File: src/freq_meas_pkg.sv
package freq_meas_pkg;

  // Timebase synthesis: rates in kHz, fractional accumulator modulo the core rate
  localparam int CLOCK_KHZ   = 250000;
  localparam int TB_FAST_KHZ = 80000;
  localparam int TB_MID_KHZ  = 20000;
  localparam int TB_SLOW_KHZ = 100;
  localparam int NUM_TB      = 3;
  localparam int ACC_W       = 18;
  localparam logic [ACC_W-1:0] ACC_MOD = ACC_W'(CLOCK_KHZ);
  localparam logic [NUM_TB-1:0][ACC_W-1:0] TB_INC =
    {ACC_W'(TB_SLOW_KHZ), ACC_W'(TB_MID_KHZ), ACC_W'(TB_FAST_KHZ)};

  localparam int COUNT_W = 32;

  // Terminal positions in the synchroniser vectors
  localparam int PIN_MEAS   = 0;
  localparam int PIN_GATE   = 1;
  localparam int PIN_SAMPLE = 2;
  localparam int PIN_EXT    = 3;
  localparam int NUM_PINS   = 4;

  typedef enum logic [2:0] {
    MODE_LOW_FREQ, MODE_HIGH_FREQ, MODE_LARGE_RANGE, MODE_SAMPLED, MODE_PULSE_WIDTH
  } mode_t;

  typedef enum logic [1:0] {REF_80M, REF_20M, REF_100K, REF_EXTERNAL} ref_sel_t;

  typedef enum logic [1:0] {ST_IDLE, ST_ARMED, ST_COUNT, ST_DONE} part_state_t;

  typedef enum logic [1:0] {LEAD_IDLE, LEAD_WAIT, LEAD_HIGH, LEAD_DONE} lead_state_t;

  typedef struct packed {
    mode_t                        mode;
    ref_sel_t                     ref_sel;
    logic                         gate_from_terminal;
    logic                         average_between_sample_clocks;
    logic [COUNT_W-1:0]           divide_n;
  } cfg_t;

  localparam cfg_t CFG_RESET = '{mode: MODE_LOW_FREQ, ref_sel: REF_80M,
    gate_from_terminal: 1'b0, average_between_sample_clocks: 1'b1, divide_n: '0};

  typedef struct packed {
    logic [COUNT_W-1:0]           primary;
    logic [COUNT_W-1:0]           embedded;
    mode_t                        mode;
    logic                         overrun;
  } result_t;

  typedef struct packed {
    logic [NUM_PINS-1:0]          sync1;
    logic [NUM_PINS-1:0]          sync2;
    logic [NUM_PINS-1:0]          prev;
    logic [NUM_TB-1:0][ACC_W-1:0] acc;
    logic [NUM_TB-1:0]            tick;
    cfg_t                         cfg;
    part_state_t                  pst;
    lead_state_t                  lst;
    logic                         lead_out;
    logic [COUNT_W-1:0]           lead_cnt;
    logic                         gate_prev;
    logic [COUNT_W-1:0]           cnt_primary;
    logic [COUNT_W-1:0]           cnt_embedded;
    logic [COUNT_W-1:0]           per_cnt;
    logic [COUNT_W-1:0]           last_per;
    logic                         seen_edge;
    logic                         period_done;
    result_t                      result;
    logic                         result_valid;
    logic                         overrun;
    logic                         busy;
  } state_t;

endpackage

File: src/freq_meas_pair.sv
// Function
// Low-frequency mode counts reference ticks across one measured-signal period.
// Reference is 80 MHz, 20 MHz, 100 kHz internal, or an external known source.
// Pairs are fixed: lead counter feeds only its own partner counter.
// High-frequency mode counts measured edges across a known-width gate pulse.
// Large-range lead emits one pulse lasting N measured-signal periods.
// Lead pulse gates partner, which counts reference ticks into J.
// Averaging sampled mode counts T1 measured and T2 reference ticks per window.
// Averaging between sample clocks is enabled out of reset.
// Without averaging, each sample reports only the last complete period.
// User keeps measured signal at least twice the sample clock rate.
// Sampled window spans exactly one sample clock period, reference counted.
// Pulse-width mode counts while gate active, stores on fall, then ignores.
// Overrun flagged when no complete period lies between two sample clocks.
// Only raw tick counts are returned; host converts to frequency.
// Every captured count is emitted in capture order.
`timescale 1ns/100ps
module freq_meas_pair
  import freq_meas_pkg::*;
(
  // Clock and reset
  input  wire logic    clock,
  input  wire logic    arst_n,
  input  wire logic    clock_en,
  // Asynchronous terminals
  input  wire logic    measured_frequency,
  input  wire logic    programmable_function_terminal,
  input  wire logic    sample_clock,
  input  wire logic    ext_reference,
  // Control
  input  wire logic    arm,
  input  wire logic    stop,
  input  wire cfg_t    cfg_in,
  // Results and status
  output logic         result_valid,
  output result_t      result,
  output logic         busy,
  output logic         overrun,
  output logic         lead_pulse
);

  state_t              st;
  state_t              next_st;
  logic [NUM_PINS-1:0] pins;
  logic                meas_edge;
  logic                sample_edge;
  logic                ref_tick;
  logic                gate_level;
  logic                lead_src;
  logic                part_src;
  logic                uses_lead;
  logic [COUNT_W-1:0]  ref_inc;
  logic [COUNT_W-1:0]  meas_inc;

  assign pins[PIN_MEAS]   = measured_frequency;
  assign pins[PIN_GATE]   = programmable_function_terminal;
  assign pins[PIN_SAMPLE] = sample_clock;
  assign pins[PIN_EXT]    = ext_reference;

  assign meas_edge   = st.sync2[PIN_MEAS] & ~st.prev[PIN_MEAS];
  assign sample_edge = st.sync2[PIN_SAMPLE] & ~st.prev[PIN_SAMPLE];
  assign ref_inc     = COUNT_W'(ref_tick);
  assign meas_inc    = COUNT_W'(meas_edge);

  always_comb begin
    unique case (st.cfg.ref_sel)
      REF_80M:  ref_tick = st.tick[0];
      REF_20M:  ref_tick = st.tick[1];
      REF_100K: ref_tick = st.tick[2];
      REF_EXTERNAL: ref_tick = st.sync2[PIN_EXT] & ~st.prev[PIN_EXT];
    endcase
  end

  // Partner gate: own terminal, or the lead counter of this pair only
  assign gate_level = (st.cfg.mode == MODE_PULSE_WIDTH ||
                       (st.cfg.mode == MODE_HIGH_FREQ && st.cfg.gate_from_terminal))
                      ? st.sync2[PIN_GATE] : st.lead_out;
  assign lead_src  = (st.cfg.mode == MODE_LARGE_RANGE) ? meas_edge : ref_tick;
  assign part_src  = (st.cfg.mode == MODE_HIGH_FREQ) ? meas_edge : ref_tick;
  assign uses_lead = cfg_in.mode == MODE_LARGE_RANGE ||
                     (cfg_in.mode == MODE_HIGH_FREQ && !cfg_in.gate_from_terminal);

  always_comb begin
    next_st              = st;
    next_st.result_valid = 1'b0;
    next_st.sync1        = pins;
    next_st.sync2        = st.sync1;
    next_st.prev         = st.sync2;
    next_st.gate_prev    = gate_level;
    // Fractional accumulators keep the exact average rate of each timebase
    for (int i = 0; i < NUM_TB; i++) begin
      if (st.acc[i] >= ACC_MOD - TB_INC[i]) begin
        next_st.acc[i]  = st.acc[i] - (ACC_MOD - TB_INC[i]);
        next_st.tick[i] = 1'b1;
      end else begin
        next_st.acc[i]  = st.acc[i] + TB_INC[i];
        next_st.tick[i] = 1'b0;
      end
    end
    // Period tracking for the non-averaged sample and overrun check
    if (st.cfg.mode == MODE_SAMPLED && st.pst != ST_IDLE) begin
      next_st.per_cnt = st.per_cnt + ref_inc;
      if (meas_edge) begin
        if (st.seen_edge) begin
          next_st.last_per    = st.per_cnt + ref_inc;
          next_st.period_done = 1'b1;
        end
        next_st.seen_edge = 1'b1;
        next_st.per_cnt   = '0;
      end
    end
    if (stop) begin
      next_st.pst      = ST_IDLE;
      next_st.lst      = LEAD_IDLE;
      next_st.lead_out = 1'b0;
    end else if (arm && (st.pst == ST_IDLE || st.pst == ST_DONE)) begin
      next_st.cfg         = cfg_in;
      next_st.pst         = ST_ARMED;
      next_st.lst         = uses_lead ? LEAD_WAIT : LEAD_IDLE;
      next_st.lead_out    = 1'b0;
      next_st.overrun     = 1'b0;
      next_st.seen_edge   = 1'b0;
      next_st.period_done = 1'b0;
      next_st.per_cnt     = '0;
      // Old gate source must not look like a fresh rise after arm
      next_st.gate_prev   = 1'b1;
    end else begin
      // Lead counter of the pair
      unique case (st.lst)
        LEAD_WAIT: begin
          if (lead_src) begin
            next_st.lst      = LEAD_HIGH;
            next_st.lead_out = 1'b1;
            next_st.lead_cnt = '0;
          end
        end
        LEAD_HIGH: begin
          if (lead_src) begin
            next_st.lead_cnt = st.lead_cnt + 1'b1;
            if (st.lead_cnt + 1'b1 >= st.cfg.divide_n) begin
              next_st.lst      = LEAD_DONE;
              next_st.lead_out = 1'b0;
            end
          end
        end
        LEAD_IDLE, LEAD_DONE: ;
      endcase
      // Partner counter
      unique case (st.pst)
        ST_ARMED: begin
          if (st.cfg.mode == MODE_SAMPLED) begin
            if (sample_edge) begin
              next_st.pst          = ST_COUNT;
              next_st.cnt_primary  = '0;
              next_st.cnt_embedded = '0;
              next_st.period_done  = 1'b0;
            end
          end else if (st.cfg.mode == MODE_LOW_FREQ) begin
            if (meas_edge) begin
              next_st.pst         = ST_COUNT;
              next_st.cnt_primary = '0;
            end
          end else if (gate_level && !st.gate_prev) begin
            // Armed mid-pulse waits for the next active edge
            next_st.pst         = ST_COUNT;
            next_st.cnt_primary = '0;
          end
        end
        ST_COUNT: begin
          if (st.cfg.mode == MODE_SAMPLED) begin
            next_st.cnt_primary  = st.cnt_primary + ref_inc;
            next_st.cnt_embedded = st.cnt_embedded + meas_inc;
            if (sample_edge) begin
              next_st.result_valid     = 1'b1;
              next_st.result.mode      = st.cfg.mode;
              next_st.result.overrun   = !next_st.period_done;
              if (st.cfg.average_between_sample_clocks) begin
                next_st.result.primary  = st.cnt_primary + ref_inc;
                next_st.result.embedded = st.cnt_embedded + meas_inc;
              end else begin
                next_st.result.primary  = next_st.last_per;
                next_st.result.embedded = COUNT_W'(1);
              end
              if (!next_st.period_done) begin
                next_st.overrun = 1'b1;
              end
              next_st.cnt_primary  = '0;
              next_st.cnt_embedded = '0;
              next_st.period_done  = 1'b0;
            end
          end else if (st.cfg.mode == MODE_LOW_FREQ) begin
            next_st.cnt_primary = st.cnt_primary + ref_inc;
            if (meas_edge) begin
              next_st.pst             = ST_DONE;
              next_st.result_valid    = 1'b1;
              next_st.result.primary  = st.cnt_primary + ref_inc;
              next_st.result.embedded = COUNT_W'(1);
              next_st.result.mode     = st.cfg.mode;
              next_st.result.overrun  = 1'b0;
            end
          end else if (!gate_level) begin
            // Stored once; later gate and source edges are ignored
            next_st.pst             = ST_DONE;
            next_st.result_valid    = 1'b1;
            next_st.result.primary  = st.cnt_primary;
            next_st.result.embedded = (st.cfg.mode == MODE_LARGE_RANGE)
                                      ? st.cfg.divide_n : '0;
            next_st.result.mode     = st.cfg.mode;
            next_st.result.overrun  = 1'b0;
          end else begin
            next_st.cnt_primary = st.cnt_primary + COUNT_W'(part_src);
          end
        end
        ST_IDLE, ST_DONE: ;
      endcase
    end
    next_st.busy = next_st.pst == ST_ARMED || next_st.pst == ST_COUNT;
  end

  always_ff @(posedge clock or negedge arst_n) begin
    if (!arst_n) begin
      st     <= state_t'(0);
      st.cfg <= CFG_RESET;
    end else if (clock_en) begin
      st <= next_st;
    end
  end

  assign result_valid = st.result_valid;
  assign result       = st.result;
  assign busy         = st.busy;
  assign overrun      = st.overrun;
  assign lead_pulse   = st.lead_out;

  // Checks
  logic armed_once;

  always_ff @(posedge clock or negedge arst_n) begin
    if (!arst_n) begin
      armed_once <= 1'b0;
    end else if (clock_en && arm) begin
      armed_once <= 1'b1;
    end
  end
endmodule // freq_meas_pair

File: config.mk
export PLATFORM = sky130hd
export DESIGN_NAME = freq_meas_pair
export DESIGN_NICKNAME = d
export VERILOG_FILES = /design/src/freq_meas_pkg.sv /design/src/freq_meas_pair.sv
export SDC_FILE = /design/constraint.sdc
export NUM_CORES = 1
export LEC_CHECK = 0
export BUFFER_PORTS_ARGS = -buffer_cell sky130_fd_sc_hd__buf_2
export CORE_AREA = 2 2 217 219
export DETAILED_ROUTE_END_ITERATION = 6
export DIE_AREA = 0 0 219 221
export GPL_TIMING_DRIVEN = 0
export HOLD_SLACK_MARGIN = 0.03
export SLEW_MARGIN = 10
export SYNTH_ARGS = -nofsm -noshare
export SYNTH_HDL_FRONTEND = slang
export SYNTH_SLANG_ARGS = --single-unit
File: constraint.sdc
create_clock -name clock -period 4.3 [get_ports clock]
set_input_delay 0.215 -clock clock [delete_from_list [all_inputs] [get_ports clock]]
set_output_delay 0.215 -clock clock [all_outputs]
set_load 0.01 [all_outputs]
==> out/summary.md, run 1 <==
The final layout contains routed wiring with a total length of 70520 um. The run gives 0.02645 ns as the worst setup skew after layout. The post-layout net count was 2711. Along the worst path, the maximum fanout reaches 10. Entering global routing, the biggest net connects 88 pins. Maximum single-stage delay on the critical path: 0.59 ns. The power density over the cells came out at 444.7 nW/um^2. The count of final hold-check violations is 0, and the relative area change from synthesis to final layout is 15.96%. At the later pin of the worst-skew pair, clock insertion delay measures 0.58 ns. The worst-margin pin slew was 1.200 ns; the critical path data arrival time was 4.49 ns. The proportion of register bits with asynchronous set or reset after synthesis is 1.000.

The library cell used most frequently in the layout, excluding fill and tap cells, is sky130_fd_sc_hd__nand2_1. In this run the core area contains 79 standard-cell rows. The overall track demand over capacity in global routing was 0.2899; the die height was 221 um.

The total overflow left after global routing is 0. The simple-gate share of the synthesized area was 0.2084. In the layout the commonest cells are sky130_fd_sc_hd__nand2_1 (357), sky130_fd_sc_hd__dfrtp_1 (335), sky130_fd_sc_hd__o21ai_0 (276). The number of nets handed over by synthesis was 2502. The mapped netlist covers 20440 sq um. The number of clock buffers added by TritonCTS is 41. Yosys mapped the design onto 92 distinct sky130hd cell types. The clock root buffer master is sky130_fd_sc_hd__clkbuf_16.

For this run, design rule violations remaining after detail routing come to 0. After the first detailed-routing iteration, the DRC count stood at 1760. STA classifies the critical path endpoint as a flop. Max-cap violations in this run came to 0. Once layout is done, the placed cells without fillers occupy 23710 sq um. In this run, synthesis inferred 0 flip-flops with an integrated enable. The tree built by TritonCTS fans out to 336 sinks. The number of global-route vias before repair was 18110; the share of the synthesized netlist area taken by xor and xnor gates was 0.05869.

The area of the core was 46060 sq um; the buffering stage count on the worst path with inverters included was 3. The detailed-route via count came out at 19020. The most used flip-flop cell after synthesis is sky130_fd_sc_hd__dfrtp_1. The run gives 48400 sq um as the die area. After synthesis, the largest family of logic cells by area is simple AND/OR/NAND/NOR gates.

The worst supply voltage drop on vdd is 0.4536 mV, and the clock transition time at the flip-flop clock pins of the worst setup and hold paths is 0.06 ns. The path class of the tightest hold or removal check is in -> reg. The adder and majority cell fraction of the synthesized area was 0.03244. The total of buffers placed on input and output ports was 119; the number of nets with antenna violations after detailed routing was 0.

The number of instances in the synthesized netlist was 2401; the deepest clock path buffer count was 3. The H-tree was split into 2 levels. The final-report max-slew violation count came out at 0. Buffers added to address setup during post-CTS repair amount to 0. The worst min-delay path startpoint was stop.

Dominant delay contributor by cell family on the critical path: simple AND/OR/NAND/NOR gates. The final critical-path share of the clock period is 0.9381, and the static power due to leakage is 10.24 nW. Dividing the detail-routed via count by the number of cells gives 5.853.

The cell that appears most often on the critical path is sky130_fd_sc_hd__nand3_1. The post-synthesis sequential element count came out at 336. For this design, the slowest cell found on the critical path is sky130_fd_sc_hd__clkbuf_1. The number of search-and-repair iterations in the first detailed-routing pass came out at 5. A synthesized cell averages 8.515 sq um. For the worst setup path, the data required time is 4.76 ns.

Timing would allow up to 247.9 MHz. The first global-routing pass estimated 108800 um of wire. The final number of setup-violating endpoints is 0, and the per-cell routed wire length is 21.70 um. The run gives 0.5147 as the utilization of the core after routing. For the final weighted congestion in routability-driven placement, the log shows 0.9897. The post-synthesis sequential area ratio was 0.4113. The class of the most critical setup path was reg -> reg.

The worst register-to-register path begins at st[335]. The worst setup path is launched from a flop. The share of synthesized area spent on multiplexers works out to 0.02148.

The fraction of layout cells with a size suffix above 1 came out at 0.1447. The signal on the critical path passes through nand2b_1, inv_1, clkbuf_1, clkbuf_2, ha_1, nand3_1, nor4_2, nand3_1, nor3_2, xor2_1, a221oi_1, nor2_1. The run finished with clean final reports. Summed over all nets, the half-perimeter wirelength after detailed placement is 51150 um. The initial antenna violation count was 3. The critical path starts at st[335]. The area fraction in compound gates after synthesis is 0.1943, and the minimum clock period is 4.034 ns. Setup repair after global routing left no endpoint under its margin. In the final timing run, aggregate negative setup slack is 0 ns. TritonCTS built the clock tree. The remaining max-slew budget at the tightest pin was 0.1790.

The placed instances occupy a cell area of 21900 sq um. The Yosys step of the flow raised 0 warnings. The die is 219 um wide. The effective utilization at floorplan is 0.4438. 120 I/O pins were placed.

The overall power after layout came out at 10.54 mW.
[per-stage QoR]
stage | hold slack, ns | setup slack [ns] | instances
5_1_grt | 0.1961 | 0.01563 | 3249
3_3_place_gp | 0.4248 | -3.758 | 3127
2_1_floorplan | -0.08059 | 1.042 | 2401
4_1_cts | 0.1364 | 0.1125 | 3247
6_report | 0.1683 | 0.2663 | 3250
3_5_place_dp | 0.2765 | 0.1221 | 3130
[state kept, by name (all words and copies together), names as in the netlist]
signal	count
lead_pulse	1
busy	1
result	68
result_valid	1
overrun	1
st	256
next_st	8
[synth_stat cells (17+ instances only)]
library cell,n,area [sq um]
sky130_fd_sc_hd__inv_1,74,277.8
sky130_fd_sc_hd__a31oi_1,25,156.4
sky130_fd_sc_hd__buf_4,75,563.0
sky130_fd_sc_hd__o21ai_0,276,1381
sky130_fd_sc_hd__o22ai_1,17,106.4
sky130_fd_sc_hd__nor2_1,174,653.1
sky130_fd_sc_hd__and4_1,20,175.2
sky130_fd_sc_hd__a21oi_1,131,655.6
sky130_fd_sc_hd__xnor2_1,91,797.0
sky130_fd_sc_hd__xor2_1,46,402.9
sky130_fd_sc_hd__clkbuf_1,97,364.1
sky130_fd_sc_hd__nor3_1,52,260.3
sky130_fd_sc_hd__and3_1,35,219.0
sky130_fd_sc_hd__nand3_1,79,395.4
sky130_fd_sc_hd__buf_2,37,185.2
sky130_fd_sc_hd__a221oi_1,22,192.7
sky130_fd_sc_hd__nand2_1,357,1340
sky130_fd_sc_hd__ha_1,53,663.1
sky130_fd_sc_hd__mux2_2,29,326.6
sky130_fd_sc_hd__nor4_1,28,175.2
sky130_fd_sc_hd__nand4_1,39,244.0
sky130_fd_sc_hd__a22o_1,21,183.9
sky130_fd_sc_hd__dfrtp_1,335,8383
[worst reg2reg max path, stage by stage (launching register included)]
cell and delay [ns]:
sky130_fd_sc_hd__dfrtp_1 0.36, sky130_fd_sc_hd__nand2b_1 0.18, sky130_fd_sc_hd__inv_1 0.13, sky130_fd_sc_hd__clkbuf_1 0.59, sky130_fd_sc_hd__clkbuf_2 0.48, sky130_fd_sc_hd__ha_1 0.30
sky130_fd_sc_hd__nand3_1 0.24, sky130_fd_sc_hd__nor4_2 0.47, sky130_fd_sc_hd__nand3_1 0.28, sky130_fd_sc_hd__nor3_2 0.37, sky130_fd_sc_hd__xor2_1 0.17, sky130_fd_sc_hd__a221oi_1 0.27
sky130_fd_sc_hd__nor2_1 0.06
[layer usage]
metal | wire length, um | global-route usage
met2 | 30760 | 0.4294
met1 | 32380 | 0.4265
met4 | 2674 | 0.1064
met5 | 13 | 0
met3 | 4691 | 0.04577
[kinds of logic after synthesis]
| logic type | count (synthesis) |
|---|---|
| AO/OA/AOI/OAI | 647 |
| XOR/XNOR | 137 |
| adder cells (fa/ha/maj) | 53 |
| buffers and inverters | 300 |
| flip-flops | 336 |
| multiplexers | 39 |
| AND/OR/NAND/NOR | 889 |
[layout make-up]
| cell class | count | area (sq um) |
|---|---|---|
| multi-input cells | 1765 | 10560 |
| plain buffers | 226 | 1224 |
| clock buffers | 57 | 1166 |
| repair buffers | 166 | 1129 |
| fillers | 4424 | 22360 |
| clock inverters | 16 | 173.9 |
| well taps | 607 | 759.5 |
| flip-flops and latches | 336 | 8409 |
| inverters | 74 | 277.8 |
| diodes | 3 | 7.507 |
[final timing paths]
| check | to | slack [ns] | cells past startpoint |
|---|---|---|---|
| min in group asynchronous | result[49] | 0.26 | 2 |
| setup / recovery | result[31] | 0.27 | 12 |
| max in group asynchronous | next_st[342] | 2.71 | 4 |
| hold reg to reg | st[334] | 0.48 | 1 |
| setup reg to reg | result[31] | 0.27 | 12 |
| hold / removal | st[236] | 0.17 | 3 |
[timing repair]
item,in CTS,in global routing
hold buffers,44,0
resized for setup,0,6
hold endpoints to repair,125,0
setup endpoints to repair,0,9
[power by group]
group          switching (mW)  internal [mW]
Clock                    1.44           2.08
Sequential              0.485           3.61
Combinational            1.81           1.12
No activity file was read; power rests on OpenSTA's default activity.
==> run 2, diff against run 1 <==
- SETUP_SLACK_MARGIN: not set -> 0.3
==> run 2 against run 1 <==
Effect of this change: clock skew is 0.0025 ns lower; cell count stayed put; die area stayed put; global-route usage hardly changed; hold slack better by 0.016 ns; clock-buffer cell count stayed put; register-to-register slack better by 0.08 ns; sequential share of layout area is 0.052 points lower; critical path depth is 4 lower; core utilization is 0.076 points higher; critical path type unchanged.
==> out/summary.md, run 2 (same netlist as run 1, synthesis figures left out) <==
The flow ran to the end, and the final reports show no timing, DRC or antenna violations. The tools report the initial antenna violation count as 3 (unchanged). In this design, the largest share of critical-path delay is due to compound AO/OA/AOI/OAI gates. Die area: 48400 sq um (unchanged).

The count of final hold-check violations was 0 (unchanged). The logs give 0.02394 ns (-0.002509 ns) for the worst setup skew after layout and 0.4438 (unchanged) for the effective utilization at floorplan. The least setup slack across all paths after layout was 0.3428 ns (+0.07652 ns); the required time at the endpoint of the critical path was 4.72 ns (-0.04 ns).

The buffering stage count on the worst path with inverters included works out to 2 (-1). The run gives 10.55 mW (about the same) as the overall power after layout. The path with the worst hold slack has its endpoint at st[236]. By startpoint and endpoint, the worst setup path is classified as reg -> reg.

The per-cell routed wire length works out to 21.73 um (+0.15%). The worst-margin pin slew works out to 1.222 ns (+0.02147 ns). The flip-flop count of the largest register, all copies and words added works out to 256 (unchanged). The path type of the worst min-delay path was in -> reg. The run gives 0 (unchanged) as the max-capacitance violation count. The number of rows in the core area is 79 (unchanged), and the final-report max-slew violation count is 0 (unchanged). The top cell types in the final layout, fill and taps aside, are sky130_fd_sc_hd__nand2_1 (357), sky130_fd_sc_hd__dfrtp_1 (335), sky130_fd_sc_hd__o21ai_0 (274). The number of clock sinks came out at 336 (unchanged).

Register ranked first by flip-flop count: st. The critical-path maximum fanout works out to 10 (unchanged). The count of filler cells inserted in the layout was 4427 (+0.068%); the post-layout net count was 2711 (unchanged). The number of DRC markers in iteration 0 is 1853 (+5.3%). The clock root buffer master was sky130_fd_sc_hd__clkbuf_16.

The final HPWL from detailed placement came out at 51150 um (unchanged). The reg2reg setup slack is 0.34 ns (+0.08 ns), and the number of search-and-repair iterations in the first detailed-routing pass is 6 (+1). The remaining design rule violation count is 0 (unchanged).

The depth of the worst hold-timing path is 3 (unchanged), and the final critical-path share of the clock period is 0.9203 (-0.01780). The power density over the cells is 444.3 nW/um^2 (about the same), and the total wire length after detailed routing is 70630 um (+0.15%). The deepest clock path buffer count was 3 (unchanged). The total negative slack for setup checks was 0 ns (unchanged). The area of the core was 46060 sq um (unchanged); the static power due to leakage was 10.29 nW (+0.49%). The mean number of vias per cell works out to 5.860 (+0.12%).

The run gives 252.7 MHz (+1.9%) as the highest clock frequency the design can meet. Setup repair after global routing could not meet its margin everywhere. The final weighted congestion in routability-driven placement is 0.9897 (unchanged). For the area taken by flip-flops and latches, the log shows 8409 sq um (unchanged). Most frequent cell on the critical path: sky130_fd_sc_hd__nor2_1. The aggregate global routing overflow was 0 (unchanged); the total of buffers placed on input and output ports was 119 (unchanged). The tools report the wire length of the first global-routing pass as 108800 um (about the same). The signal on the critical path passes through nand2b_1, clkbuf_1, nor2_1, nor2_1, clkbuf_1, o21ai_0, a2111oi_0, nor2_1. The reg-to-reg critical path startpoint was next_st[335]. The final number of setup-violating endpoints was 0 (unchanged).

The clock transition time at the flip-flop clock pins of the worst setup and hold paths is 0.07 ns (about the same). The minimum clock period was 3.957 ns (-0.07652 ns). Top-level port count: 120 (unchanged). Worst supply voltage drop on vdd: 0.4546 mV (+0.22%). On the critical path, the stage with the largest delay is an instance of sky130_fd_sc_hd__a2111oi_0.

The largest net degree at the start of global routing came out at 88 (unchanged). The die boundary width was 219 um (unchanged). The area growth from synthesis to layout is 16.13%. The worst register-to-register path ends at result[47]. Maximum single-stage delay on the critical path: 1.03 ns (+0.44 ns). Endpoint class of the critical path: a flop.

For the remaining max-slew budget at the tightest pin, the log shows 0.1643 (-0.01469). Kind of launch point of the worst setup path: a flop. The most common cell after layout, fill and taps aside is sky130_fd_sc_hd__nand2_1.

The post-CTS setup buffer count was 0 (unchanged); the number of nets with antenna violations after detailed routing was 0 (unchanged). The fraction of layout cells with a size suffix above 1 was 0.1462 (+0.001515). Clock buffer count from CTS: 41 (unchanged). The logs give 4.37 ns (-0.12 ns) for the critical path data arrival time and 2 (unchanged) for the number of levels in the clock H-tree. The area taken by multi-input logic gates was 10590 sq um (+0.32%); the die height was 221 um (unchanged). TritonCTS built the clock tree.

The tools report the worst min-delay path startpoint as stop. The overall track demand over capacity in global routing is 0.2901 (about the same), and the number of global-route vias before repair is 18120 (+0.039%). The logs give 19050 (+0.12%) for the detailed-route via count and 0.58 ns (about the same) for the later-pin clock latency in the skew report. The number of cells on the worst reg-to-reg path is 8 (-4), and the post-placement worst setup slack is 0.1221 ns (unchanged).
-- run 2: cell counts in the layout (fill, tap and decap cells not counted) --
No cell type changed its count.
-- run 2: metal layers --
layer	track usage	wire length, um
met1	0.4267	32420
met2	0.4296	30790
met4	0.1064	2698
met3	0.04577	4705
met5	0	13
-- run 2: where the power goes --
| part | internal [mW] | switching, mW | leakage (nW) | total (mW) |
|---|---|---|---|---|
| registers | 3.61 | 0.484 | 4.46 | 4.10 |
| clock network | 2.08 | 1.45 | 0.656 | 3.52 |
| logic | 1.12 | 1.81 | 5.17 | 2.93 |
| total | 6.81 | 3.74 | 10.3 | 10.5 |
-- run 2: worst reg2reg max path, cell delays in order, from the launching register on --
cell                        delay, ns
sky130_fd_sc_hd__dfrtp_1         0.39
sky130_fd_sc_hd__nand2b_1        0.13
sky130_fd_sc_hd__clkbuf_1        0.55
sky130_fd_sc_hd__nor2_1          0.25
sky130_fd_sc_hd__nor2_1          0.59
sky130_fd_sc_hd__clkbuf_1        0.63
sky130_fd_sc_hd__o21ai_0         0.16
sky130_fd_sc_hd__a2111oi_0       1.03
sky130_fd_sc_hd__nor2_1          0.08
-- run 2: worst max-delay path by stage --
| stage | start | endpoint | slack [ns] | depth (start not counted) |
|---|---|---|---|---|
| 6_report | next_st[335] | result[47] | 0.34 | 8 |
| 4_1_cts | st[202] | st[235] | 0.36 | 13 |
| 3_3_place_gp | arst_n | st[221] | -3.76 | 1 |
| 3_5_place_dp | st[335] | result[31] | 0.12 | 12 |
| 5_1_grt | st[206] | st[235] | 0.21 | 14 |
| 2_1_floorplan | st[222] | st[235] | 1.04 | 15 |
-- run 2: final cells by class --
| type | instances | area share |
|---|---|---|
| Multi-Input combinational cell | 1765 | 0.4462 |
| Tap cell | 607 | 0.03199 |
| Clock buffer | 57 | 0.04912 |
| Sequential cell | 336 | 0.3542 |
| Clock inverter | 16 | 0.007325 |
| Inverter | 74 | 0.01170 |
| Antenna cell | 3 | 0.0003162 |
| Buffer | 226 | 0.05159 |
| Timing Repair Buffer | 166 | 0.04754 |
-- run 2: repair_timing --
action	in CTS	in global routing
hold buffers	44	0
endpoints found under the setup margin	12	18
resized for setup	4	10
endpoints found under the hold margin	125	0
-- run 2: through the flow --
stage | std cells | utilization | hold slack [ns] | instance area [sq um]
3_5_place_dp | 3130 | 0.4754 | 0.2765 | 21900
6_report | 3250 | 0.5154 | 0.1846 | 23740
5_1_grt | 3249 | 0.5154 | 0.2034 | 23740
2_1_floorplan | 2401 | - | -0.08059 | 20440
3_3_place_gp | 3127 | 0.4732 | 0.4248 | 21800
4_1_cts | 3247 | 0.5144 | 0.1364 | 23690
